===== config.mk =====
export PLATFORM = sky130hd
export DESIGN_NAME = sfss_core
export DESIGN_NICKNAME = d
export VERILOG_FILES = /design/src/verilog/sfss_pkg.sv /design/src/verilog/sfss_core.sv
export VERILOG_INCLUDE_DIRS = /design/src /design/src/verilog
export SDC_FILE = /design/constraint.sdc
export NUM_CORES = 1
export LEC_CHECK = 0
export BUFFER_PORTS_ARGS = -buffer_cell sky130_fd_sc_hd__buf_2
export CAP_MARGIN = 20
export CORE_UTILIZATION = 61
export CTS_CLUSTER_DIAMETER = 50
export CTS_CLUSTER_SIZE = 40
export DETAILED_ROUTE_END_ITERATION = 16
export HOLD_SLACK_MARGIN = 0.05
export PLACE_DENSITY = 0.86
export REMOVE_ABC_BUFFERS = 1
export SLEW_MARGIN = 10
export SYNTH_ARGS = -nofsm -noshare
export SYNTH_HDL_FRONTEND = slang
export SYNTH_SLANG_ARGS = --single-unit

===== constraint.sdc =====
create_clock -name ref_clk -period 8.1 [get_ports ref_clk]
set_input_delay 0.405 -clock ref_clk [delete_from_list [all_inputs] [get_ports ref_clk]]
set_output_delay 0.405 -clock ref_clk [all_outputs]
set_load 0.01 [all_outputs]

===== src/verilog/sfss_consts.svh =====
`ifndef SFSS_CONSTS_SVH
`define SFSS_CONSTS_SVH
`define SFSS_ADDR_W 9
`define SFSS_ADDR_OFFSET 9'h0d8
`define SFSS_ADDR_SLIP_STATUS 9'h0d9
`define SFSS_ADDR_SIGCR 9'h0d7
`define SFSS_OFFSET_RST 5'h00
`define SFSS_SIGCR_RST 8'h00
`define SFSS_BIT_TRANSPARENT 0
`define SFSS_BIT_FORCE 1
`define SFSS_BIT_RELEASE 2
`define SFSS_BIT_DEBOUNCE 3
`define SFSS_SS_TX_DIR 7
`define SFSS_SS_TX_CTRL 6
`define SFSS_SS_TX_UNCTRL 5
`define SFSS_SS_RX_DIR 3
`define SFSS_SS_RX_CTRL 2
`define SFSS_SS_RX_UNCTRL 1
`define SFSS_E1_FRAMES 5'h10
`define SFSS_T1_FRAMES 5'h18
`define SFSS_T1_MAX_OFFSET 5'h17
`endif


===== src/verilog/sfss_pkg.sv =====
package sfss_pkg;
	typedef enum logic [1:0]
	{
		SFSS_SB_NORMAL = 2'b00,
		SFSS_SB_SHORT = 2'b01,
		SFSS_SB_ELASTIC = 2'b10,
		SFSS_SB_BYPASS = 2'b11
	} sfss_sb_mode_t;
endpackage


===== src/verilog/sfss_core.sv =====
// Behaviour
// - Without debounce, copy input ABCD at D-bit
// - Freeze controls drive pin and buffer updates, not interrupt
// - Force with release clear: pin high, no buffer updates
// - Release: pin low, all updates, stack-enabled pushes
// - Both zero: pin and updates follow auto freeze
// - Transparent mode aligns multiframe sync to receive timebase
// - Multiframe sync tracks realignment without alarm
// - Offset selects bus frame of multiframe pulse
// - E1 ignores MSB; T1 caps offset at 17h
// - Reinsertion only on insertion-enabled channels
// - Slip status updated at frame boundaries
// - Status bits latch until processor read
// - Transmit direction: 0 deleted, 1 repeated
// - Any transmit or receive slip flag set in slip status raises slip interrupt indication
// - Controlled slip keeps timebase; uncontrolled disturbs it
// - Transmit frame slip zero in bypass; elastic reports uncontrolled slips only
// - Short delay: fast bus uncontrolled, fast line controlled
// - Receive direction: 0 deleted/resync, 1 repeated/reassign
`include "sfss_consts.svh"
`timescale 1ns/100ps
`default_nettype none
module sfss_core
	import sfss_pkg::*;
#(
	parameter int CHANNELS = 32
)
(
	// Clock and reset
	input wire logic ref_clk,
	input wire logic sys_rst,
	// Register port
	input wire logic [`SFSS_ADDR_W-1:0] reg_addr,
	input wire logic reg_wr,
	input wire logic reg_rd,
	input wire logic [7:0] reg_wdata,
	output logic [7:0] reg_rdata,
	// Configuration from other registers
	input wire logic line_rate_select,
	input wire logic [CHANNELS-1:0] stack_channel_enable,
	input wire logic [CHANNELS-1:0] insert_enable,
	input wire sfss_sb_mode_t tx_bus_config,
	input wire sfss_sb_mode_t rx_system_bus,
	// Receive signaling path
	input wire logic dbit_update,
	input wire logic [4:0] dbit_channel,
	input wire logic [3:0] abcd_in,
	input wire logic auto_freeze,
	output logic signaling_freeze,
	output logic freeze_irq_status,
	output logic [3:0] rx_signal_buffer_out,
	output logic stack_push,
	output logic [4:0] stack_channel,
	output logic [3:0] stack_abcd,
	// Receive timebase and bus frames
	input wire logic rx_mf_start,
	input wire logic [4:0] slip_frame_delay,
	input wire logic bus_frame_start,
	output logic rx_multiframe_sync,
	output logic [4:0] bus_frame_q,
	output logic reinsert_active,
	input wire logic [4:0] pcm_channel,
	// Slip events
	input wire logic tx_frame_tick,
	input wire logic rx_frame_tick,
	input wire logic tx_ctrl_slip,
	input wire logic tx_unctrl_slip,
	input wire logic tx_slip_repeat,
	input wire logic tx_bus_fast,
	input wire logic rx_ctrl_slip,
	input wire logic rx_unctrl_slip,
	input wire logic rx_slip_repeat,
	input wire logic rx_bus_fast,
	output logic slip_irq_status
);
	logic [4:0] offset_q;
	logic [7:0] sigcr_q;
	logic [7:0] slip_status_q;
	logic [7:0] slip_status_d;
	logic [3:0] sig_buf_q [0:CHANNELS-1];
	logic [3:0] sig_sel;
	logic [4:0] pulse_frame;
	logic [4:0] frame_count;
	logic [4:0] mf_target;
	logic update_all;
	logic pin_d;
	logic status_rd;
	logic wr_offset;
	logic wr_sigcr;
	logic [1:0] tx_class;
	logic [1:0] rx_class;

	// Frame index modulo multiframe length; offset plus delay may pass it twice
	function automatic logic [4:0] wrap_frame(input logic t1, input logic [5:0] v);
		logic [5:0] lim;
		logic [5:0] rem;
		lim = t1 ? {1'b0, `SFSS_T1_FRAMES} : {1'b0, `SFSS_E1_FRAMES};
		rem = v;
		if (rem >= lim)
			rem = rem - lim;
		if (rem >= lim)
			rem = rem - lim;
		wrap_frame = rem[4:0];
	endfunction

	// Register port decode, shared by strobes and read mux
	function automatic logic addr_hit
	(
		input logic [`SFSS_ADDR_W-1:0] a,
		input logic [`SFSS_ADDR_W-1:0] at
	);
		addr_hit = (a == at);
	endfunction

	// Slip classification by buffer mode, as {controlled, uncontrolled}
	function automatic logic [1:0] slip_class
	(
		input sfss_sb_mode_t mode,
		input logic ctrl,
		input logic unctrl,
		input logic bus_fast
	);
		logic short_line_fast;
		logic [1:0] cls;
		short_line_fast = (mode == SFSS_SB_SHORT) && !bus_fast;
		cls = 2'b00;
		if (mode == SFSS_SB_NORMAL || mode == SFSS_SB_SHORT)
			cls[1] = ctrl || (short_line_fast && unctrl);
		if (mode != SFSS_SB_BYPASS)
			cls[0] = unctrl && !short_line_fast;
		slip_class = cls;
	endfunction

	// Freeze decision
	always_comb
	begin
		if (sigcr_q[`SFSS_BIT_RELEASE])
		begin
			pin_d = 1'b0;
			update_all = 1'b1;
		end
		else if (sigcr_q[`SFSS_BIT_FORCE])
		begin
			pin_d = 1'b1;
			update_all = 1'b0;
		end
		else
		begin
			pin_d = auto_freeze;
			update_all = ~auto_freeze;
		end
	end

	always_ff @(posedge ref_clk)
	begin
		if (sys_rst)
			signaling_freeze <= 1'b0;
		else
			signaling_freeze <= pin_d;
	end

	// Interrupt source ignores the manual controls
	always_ff @(posedge ref_clk)
	begin
		if (sys_rst)
			freeze_irq_status <= 1'b0;
		else
			freeze_irq_status <= auto_freeze;
	end

	// Per-channel signaling buffer
	generate
		for (genvar ch = 0; ch < CHANNELS; ch++)
		begin : g_sig_buf
			always_ff @(posedge ref_clk)
			begin
				if (sys_rst)
					sig_buf_q[ch] <= 4'h0;
				else if (dbit_update && update_all && dbit_channel == 5'(ch))
					sig_buf_q[ch] <= abcd_in;
			end
		end
	endgenerate

	always_comb
	begin
		sig_sel = sig_buf_q[dbit_channel];
	end

	// Stack push on a changed value of an enabled channel
	always_ff @(posedge ref_clk)
	begin
		if (sys_rst)
			stack_push <= 1'b0;
		else
			stack_push <= dbit_update && update_all && stack_channel_enable[dbit_channel]
				&& (sig_sel != abcd_in);
	end

	always_ff @(posedge ref_clk)
	begin
		if (sys_rst)
		begin
			stack_channel <= 5'h00;
			stack_abcd <= 4'h0;
		end
		else
		begin
			stack_channel <= dbit_channel;
			stack_abcd <= abcd_in;
		end
	end

	always_ff @(posedge ref_clk)
	begin
		if (sys_rst)
			rx_signal_buffer_out <= 4'h0;
		else
			rx_signal_buffer_out <= sig_sel;
	end

	// Multiframe sync placement
	always_comb
	begin
		if (line_rate_select)
			pulse_frame = (offset_q > `SFSS_T1_MAX_OFFSET) ? `SFSS_T1_MAX_OFFSET : offset_q;
		else
			pulse_frame = {1'b0, offset_q[3:0]};
		mf_target = wrap_frame(line_rate_select, {1'b0, pulse_frame} + {1'b0, slip_frame_delay});
		frame_count = line_rate_select ? `SFSS_T1_FRAMES : `SFSS_E1_FRAMES;
	end

	// Transparent mode realigns the bus frame counter
	always_ff @(posedge ref_clk)
	begin
		if (sys_rst)
			bus_frame_q <= 5'h00;
		else if (sigcr_q[`SFSS_BIT_TRANSPARENT] && rx_mf_start)
			bus_frame_q <= mf_target;
		else if (bus_frame_start)
			bus_frame_q <= (bus_frame_q + 5'h01 >= frame_count) ? 5'h00 : bus_frame_q + 5'h01;
	end

	always_ff @(posedge ref_clk)
	begin
		if (sys_rst)
			rx_multiframe_sync <= 1'b0;
		else
			rx_multiframe_sync <= bus_frame_start && (bus_frame_q == pulse_frame);
	end

	always_ff @(posedge ref_clk)
	begin
		if (sys_rst)
			reinsert_active <= 1'b0;
		else
			reinsert_active <= insert_enable[pcm_channel];
	end

	// Slip status
	always_comb
	begin
		status_rd = reg_rd && addr_hit(reg_addr, `SFSS_ADDR_SLIP_STATUS);
		tx_class = 2'b00;
		if (tx_frame_tick)
			tx_class = slip_class(tx_bus_config, tx_ctrl_slip, tx_unctrl_slip, tx_bus_fast);
		rx_class = 2'b00;
		if (rx_frame_tick)
			rx_class = slip_class(rx_system_bus, rx_ctrl_slip, rx_unctrl_slip, rx_bus_fast);
		slip_status_d = status_rd ? 8'h00 : slip_status_q;
		// Event set wins over the read clear
		if (tx_class[1])
			slip_status_d[`SFSS_SS_TX_CTRL] = 1'b1;
		if (tx_class[0])
			slip_status_d[`SFSS_SS_TX_UNCTRL] = 1'b1;
		if (|tx_class)
			slip_status_d[`SFSS_SS_TX_DIR] = tx_slip_repeat;
		if (rx_class[1])
			slip_status_d[`SFSS_SS_RX_CTRL] = 1'b1;
		if (rx_class[0])
			slip_status_d[`SFSS_SS_RX_UNCTRL] = 1'b1;
		if (|rx_class)
			slip_status_d[`SFSS_SS_RX_DIR] = rx_slip_repeat;
	end

	always_ff @(posedge ref_clk)
	begin
		if (sys_rst)
			slip_status_q <= 8'h00;
		else
			slip_status_q <= slip_status_d;
	end

	always_ff @(posedge ref_clk)
	begin
		if (sys_rst)
			slip_irq_status <= 1'b0;
		else
			slip_irq_status <= slip_status_d[`SFSS_SS_TX_CTRL] | slip_status_d[`SFSS_SS_TX_UNCTRL]
				| slip_status_d[`SFSS_SS_RX_CTRL] | slip_status_d[`SFSS_SS_RX_UNCTRL];
	end

	// Register write strobes
	always_comb
	begin
		wr_offset = reg_wr && addr_hit(reg_addr, `SFSS_ADDR_OFFSET);
		wr_sigcr = reg_wr && addr_hit(reg_addr, `SFSS_ADDR_SIGCR);
	end

	always_ff @(posedge ref_clk)
	begin
		if (sys_rst)
			offset_q <= `SFSS_OFFSET_RST;
		else if (wr_offset)
			offset_q <= reg_wdata[4:0];
	end

	always_ff @(posedge ref_clk)
	begin
		if (sys_rst)
			sigcr_q <= `SFSS_SIGCR_RST;
		else if (wr_sigcr)
			sigcr_q <= {1'b0, reg_wdata[6:0]};
	end

	// Register reads
	always_ff @(posedge ref_clk)
	begin
		if (sys_rst)
			reg_rdata <= 8'h00;
		else if (reg_rd)
		begin
			if (addr_hit(reg_addr, `SFSS_ADDR_OFFSET))
				reg_rdata <= {3'h0, offset_q};
			else if (addr_hit(reg_addr, `SFSS_ADDR_SLIP_STATUS))
				reg_rdata <= slip_status_q;
			else if (addr_hit(reg_addr, `SFSS_ADDR_SIGCR))
				reg_rdata <= sigcr_q;
			else
				reg_rdata <= 8'h00;
		end
	end
endmodule
`default_nettype wire


**Word level (Yosys, flattened, before mapping)**

Memory sizes are Yosys's and may differ from the RTL's.
Cells that the tools add are included.

- $add $sub $neg: 4
- Magnitude comparators: 6
- Bitwise logic cells: 36
- Multiplexer cells: 162
- Equality and inequality tests: 40
- Reductions and logical operators: 63

Operator list:

| operator | number |
|---|---|
| $mux W4 | 34 |
| $mux W1 | 113 |
| $eq A5 B5 Y1 const B | 16 |
| $logic_and A1 B1 Y1 | 46 |
| $eq A5 B4 Y1 const B | 8 |
| $or A1 B1 Y1 | 35 |
| $mux W5 | 6 |
| $eq A9 B8 Y1 const B | 3 |
| $mux W8 | 3 |
| $eq A5 B3 Y1 const B | 4 |
| $ge A6 B5 Y1 | 2 |
| $lt A5 B6 Y1 const B | 2 |
| $bmux W1 S5 | 2 |
| $eq A5 B2 Y1 const B | 2 |
| $mux W7 | 1 |
| $add A5 B5 Y6 | 1 |
| $mux W6 | 1 |
| $reduce_bool A2 Y1 | 3 |
| $reduce_or A2 Y1 | 3 |
| $sub A6 B5 Y6 | 1 |
| $add A5 B1 Y5 const B | 1 |
| $eq A5 B1 Y1 const B | 1 |
| $eq A5 B5 Y1 | 1 |
| $ge A5 B5 Y1 | 1 |
| 11 further kinds | 21 |

- Register bits: 50
- Output and inout port bits: 32
- Memory bits (writable): 128
- Memories: 1
- Logic and storage cells: 328
- Input port bits: 123

Memories:

| name | depth | width | read ports | clocked after memory_dff | write ports | line | text |
|---|---|---|---|---|---|---|---|
| sig_buf_q | 32 | 4 | 1 | 0 | 32 | sfss_core.sv:80 | `logic [3:0] sig_buf_q [0:CHANNELS-1];` |

**Depth between registers and ports, before layout**

- Word-level depth: 10
- Depth in mapped cells: 20
- Mapped depth without buffers: 20

**Worst setup path after synthesis**

Ideal clock, no wire load.

- Kind: input to register
- From: in line_rate_select
- To: reg bus_frame_q[3]
- Data arrival time: 3.872 ns
- Setup time: 0.101 ns
- Required time: 7.999 ns
- Setup slack: 4.127 ns
- Buffers on the path: 0
- Stages on the path: 20
- Cell sequence: and3_1 -> nor2_1 -> inv_1 -> ha_1 -> a21o_1 -> a21oi_1 -> xor2_1 -> ha_1 -> inv_1 -> o31ai_2 -> a21oi_1 -> mux2_2 -> ha_1 -> inv_1 -> o31ai_1 -> a21boi_0 -> o211a_1 -> o22a_1 -> a22oi_1 -> o41ai_1

- Word-level cells in the longest chain between the ends: 7
- Elaborated cells on any way between the ends: 14
- Classes of those cells: add/sub: 3; order compare: 3; mux: 8

Ends and longest elaborated chain:

| element | line | text |
|---|---|---|
| start, declared | sfss_core.sv:39 | `input wire logic line_rate_select,` |
| $mux W5 | sfss_core.sv:225 | `if (line_rate_select)` |
| $add A5 B5 Y6 | sfss_core.sv:229 | `mf_target = wrap_frame(line_rate_select, {1'b0, pulse_frame} + {1'b0, slip_frame_delay});` |
| $sub A6 B5 Y6 or $ge A6 B5 Y1 (tied branches) | sfss_core.sv:100, sfss_core.sv:99 |  |
| $mux W6 | sfss_core.sv:99 | `if (rem >= lim)` |
| $sub A5 B5 Y5 or $ge A6 B5 Y1 (tied branches) | sfss_core.sv:102, sfss_core.sv:101 |  |
| $mux W5 | sfss_core.sv:101 | `if (rem >= lim)` |
| $mux W5 * | sfss_core.sv:238 | `` else if (sigcr_q[`SFSS_BIT_TRANSPARENT] && rx_mf_start) `` |
| end signal, assigned | sfss_core.sv:239 | `bus_frame_q <= mf_target;` |
| end signal, assigned | sfss_core.sv:241 | `bus_frame_q <= (bus_frame_q + 5'h01 >= frame_count) ? 5'h00 : bus_frame_q + 5'h01;` |
| end, declared | sfss_core.sv:60 | `output logic [4:0] bus_frame_q,` |

Every way passes the cells marked *; elsewhere a longest branch is shown, timed or not. The select of a mux whose other input is x is not followed.
A chain may end at the register's enable or synchronous reset.

**Worst setup path after layout**

- From: reg offset_q[3]
- To: reg bus_frame_q[3]

- Word-level cells in the longest chain between the ends: 9
- Elaborated cells on any way between the ends: 11
- Classes of those cells: add/sub: 3; order compare: 3; mux: 5

Ends and longest elaborated chain:

| element | line | text |
|---|---|---|
| start, declared | sfss_core.sv:76 | `logic [4:0] offset_q;` |
| start signal, assigned | sfss_core.sv:313 | `` offset_q <= `SFSS_OFFSET_RST; `` |
| start signal, assigned | sfss_core.sv:315 | `offset_q <= reg_wdata[4:0];` |
| $gt A5 B5 Y1 (no source line) | -- |  |
| $mux W5 | sfss_core.sv:226 | `` pulse_frame = (offset_q > `SFSS_T1_MAX_OFFSET) ? `SFSS_T1_MAX_OFFSET : offset_q; `` |
| $mux W5 * | sfss_core.sv:225 |  |
| $add A5 B5 Y6 * | sfss_core.sv:229 |  |
| $sub A6 B5 Y6 or $ge A6 B5 Y1 (tied branches) | sfss_core.sv:100, sfss_core.sv:99 |  |
| $mux W6 * | sfss_core.sv:99 |  |
| $sub A5 B5 Y5 or $ge A6 B5 Y1 (tied branches) | sfss_core.sv:102, sfss_core.sv:101 |  |
| $mux W5 * | sfss_core.sv:101 |  |
| $mux W5 * | sfss_core.sv:238 |  |

Every way passes the cells marked *; elsewhere a longest branch is shown, timed or not.

==> impl_metrics.py <==
metrics = {
    "floorplan": {
        "floorplan.io_pins": 155,
        "coreArea_sq_um": 14000,
        "core.rowCount": 43,
        "floorplan.die.width_um": 123,
        "die-height_um": 123,
        "floorplan.die_area_sq_um": 15100,
        "floorplan.initialDensity": 0.633,
    },
    "pwr": {
        "finalPower_mw": 2.11,
        "power.leakage_nw": 3.93,
        "internal_power_mw": 1.64,
        "pwr-share-seq": 0.492,
        "power-per-cell-area_nw_per_um2": 205,
        "worst_ir_drop_on_vdd_mv": 0.153,
        "power_frac_clock": 0.404,
        "switching_pwr_mw": 0.470,
        "sw_frac_of_total": 0.223,
        "gate_power_share": 0.104,
    },
    "worst_setup_path": {
        "worst-r2r-cell-count": 20,
        "setup.worst_path.start_class": "flop",
        "crit_slowest_cell": "o31ai_2",
        "timing.critical_path.from": "offset_q[3]",
        "worst_setup_path_end_kind": "flop",
        "r2r-end": "bus_frame_q[3]",
        "r2r_start": "offset_q[3]",
        "setup.worst_path.end": "bus_frame_q[3]",
        "timing.critical_path.cells": "and3_1 -> nor2_1 -> inv_1 -> ha_1 -> a21o_1 -> a21oi_1 -> xor2_1 -> ha_1 -> inv_1 -> o31ai_2 -> a21oi_1 -> mux2_2 -> ha_1 -> inv_1 -> o31ai_1 -> a21boi_0 -> o211a_1 -> o22a_1 -> a22oi_1 -> o41ai_1",
        "data_arrival_critical_path_ns": 4.72,
        "worst-r2r-setup-slack_ns": 3.71,
        "critical-path-max-stage-delay_ns": 0.38,
        "wp_data_required_ns": 8.43,
        "cp_max_fo": 5,
        "critical_path_class": "reg -> reg",
    },
    "finish": {
        "stdcell_area_sq_um": 10300,
        "design.final.nets": 1046,
        "n_antenna_cell": 0,
        "drive_gt1_frac": 0.252,
        "synthToLayoutAreaGrowth_pct": 15.8,
    },
    "timing": {
        "final_min_period_over_clock_period": 0.542,
        "fin_tns_setup_ns": 0,
        "layout_min_cycle_time_ns": 4.39,
        "timing_max_transition_violations_final": 0,
        "skew_ns": 0.00730,
        "report.final.hold_viol_count": 0,
        "worst-slew-pin-transition_ns": 1.01,
        "max-slew-margin-rel": 0.323,
        "rsz0062_at_grt": "no",
        "finalSetupViolCount": 0,
        "clock.fmax_mhz": 228,
    },
    "synthesis": {
        "yosysSeqAreaShare": 0.545,
        "synth_top_family_by_area": "simple AND/OR/NAND/NOR gates",
        "area_share_of_and_or_nand_nor_cells_after_synthesis": 0.176,
        "synth_compound_area_frac": 0.0749,
        "synth-async-reset-ratio": 0,
        "synthesis.area_per_instance_sq_um": 11.3,
        "xor_and_xnor_area_share_after_synthesis": 0.0117,
        "ys_dominant_reg_cell": "edfxtp_1",
        "yosys_warnings": 0,
        "post_synth_mux_area_share": 0.140,
        "ys_types": 60,
        "count_of_mapped_cells_out_of_synthesis": 786,
        "yosys_register_bits": 178,
        "synth_enable_flop_cells": 128,
        "synthesis.area_sq_um": 8890,
        "synthAdderAreaFrac": 0.0177,
    },
    "global_routing": {
        "antenna_found_initial": 0,
        "grt_max_degree": 77,
        "first_global_vias": 6538,
        "global_route_congestion_overflow_total": 0,
        "grt_use_total": 0.284,
        "grt_pass1_wl_mm": 31.9,
    },
    "drt": {
        "routed-via-count": 6652,
        "post_drt_wl_per_cell_um": 18.5,
        "drt_iter0_drc": 661,
        "remaining_drc_errors": 0,
        "drt_pass1_iterations": 5,
        "antenna_left": 0,
        "drt-vias-per-instance": 6.03,
        "route.final.wire_length_mm": 20.4,
    },
    "place": {
        "dpl.hpwl_mm": 13.8,
        "portBuffers": 153,
        "cell_area_after_placement_sq_um": 9690,
        "finalWeightedCongestion": 0.872,
    },
    "cts": {
        "hold_bufs_at_cts": 0,
        "numCtsBuffers": 17,
        "path_clk_slew_ns": 0.07,
        "cts_root_buffer_type": "clkbuf_16",
        "cts_htree_levels": 4,
        "cts_tree": "built",
        "cts_repair_resize_count": 0,
        "post-cts-setup-buffer-count": 0,
        "insertion_delay_ns": 0.44,
        "cts_max_path_buffers": 2,
        "cts_num_sinks": 178,
    },
    "flow_run": {
        "cap_viol_max_count": 0,
    },
    "worst_hold_path": {
        "min-delay-path-class": "in -> reg",
    },
    "status": {
        "result_of_the_run": "completed",
    },
}
[critical path: cells and delay by family, from the launching register on]
kind / cells / cell delay [ns]
AO/OA/AOI/OAI: 10 / 1.97
buffers and inverters: 3 / 0.18
multiplexers: 1 / 0.31
adder cells (fa/ha/maj): 3 / 0.87
XOR/XNOR: 1 / 0.13
AND/OR/NAND/NOR: 2 / 0.47
flip-flops: 1 / 0.36
[layout make-up]
type	count	area (sq um)
clock buffers	21	450
multi-input cells	538	3740
inverters	17	63.8
well taps	180	225
repair buffers	159	811
flip-flops and latches	178	4840
clock inverters	11	161
fillers	957	3740
[power groups by stage]
stage / registers [mW] / clock network, mW / logic, mW
2_1_floorplan: 1.05 / 0 / 0.116
3_3_place_gp: 1.05 / 0 / 0.212
3_5_place_dp: 1.06 / 0 / 0.217
4_1_cts: 1.04 / 0.858 / 0.219
5_1_grt: 1.04 / 0.889 / 0.239
6_report: 1.04 / 0.853 / 0.219
[registers in the layout, summed over array words and instances, names as in the netlist, 4 cells and up]
signal and flops:
rx_signal_buffer_out 4, bus_frame_q 5, stack_abcd 4, sig_buf_q 128, reg_rdata 8, offset_q 5
sigcr_q 7, stack_channel 5, slip_status_q 6
[routing by layer]
metal,track usage,vias up,share of wire
li1,-,3089,-
met1,0.349,3131,0.40
met2,0.481,396,0.49
met3,0.0799,36,0.097
met4,0.0938,0,0.019
met5,0,-,0
[synth_stat cells, types with 2 or more instances]
master	n	share of area
nand2_1	64	0.027
nand4b_1	2	0.0020
o21ai_0	8	0.0045
o31ai_1	4	0.0034
nand3b_1	2	0.0017
mux2i_1	32	0.036
buf_4	2	0.0017
buf_6	2	0.0025
clkbuf_1	34	0.014
o41ai_1	2	0.0020
edfxtp_1	128	0.43
nor2b_1	21	0.015
a21oi_1	24	0.014
nand3_1	20	0.011
ha_1	11	0.015
and2_1	6	0.0042
nor3b_1	4	0.0034
xor2_1	8	0.0079
nor2_1	164	0.069
nor3_1	12	0.0068
a22oi_1	15	0.013
a31oi_1	4	0.0028
o22ai_1	2	0.0014
buf_1	3	0.0013
or3_1	2	0.0014
o21ai_1	2	0.0011
and3_1	5	0.0035
inv_1	17	0.0072
a211oi_1	14	0.012
mux4_2	37	0.094
buf_2	11	0.0062
nand2b_1	39	0.027
mux4_1	3	0.0089
xnor2_1	2	0.0020
or2_2	3	0.0021
a222oi_1	3	0.0034
dfxtp_1	50	0.11
a221oi_1	2	0.0020
[cell families after synthesis]
kind of cell    count (synthesis)
flops                         178
simple gates                  346
fa+ha+maj                      12
buf+inv                        70
xor+xnor                       11
compound gates                 96
mux                            73
[how the worst min path moves through the flow]
stage | startpoint | to | slack [ns] | cells past startpoint
floorplan | sigcr_q[3] | sigcr_q[3] | 0.43 | 2
global placement | sigcr_q[4] | sigcr_q[4] | 0.45 | 2
detailed placement | sigcr_q[4] | sigcr_q[4] | 0.45 | 2
CTS | reg_wdata[6] | sigcr_q[6] | 0.21 | 3
global route | reg_wdata[6] | sigcr_q[6] | 0.22 | 3
finish | auto_freeze | freeze_irq_status | 0.22 | 2
[placed cells by master (no fill, tap or decap), types with 20 or more instances in the layout]
master and n:
a21oi_1 24, buf_2 153, dfxtp_1 50, edfxtp_1 128, mux2i_1 32, mux4_2 37
nand2_1 64, nand2b_1 37, nand3_1 20, nor2_1 164, nor2b_1 21
[metrics by stage]
stage,std cells,worst slack (ns),utilization,hold slack [ns]
detailed placement,1072,3.58,0.690,0.450
global route,1104,3.39,0.733,0.216
CTS,1104,3.71,0.733,0.208
global placement,1072,3.65,0.690,0.446
floorplan,733,4.13,-,0.430
finish,1104,3.71,0.733,0.219
No activity file was read; power rests on OpenSTA's default activity.
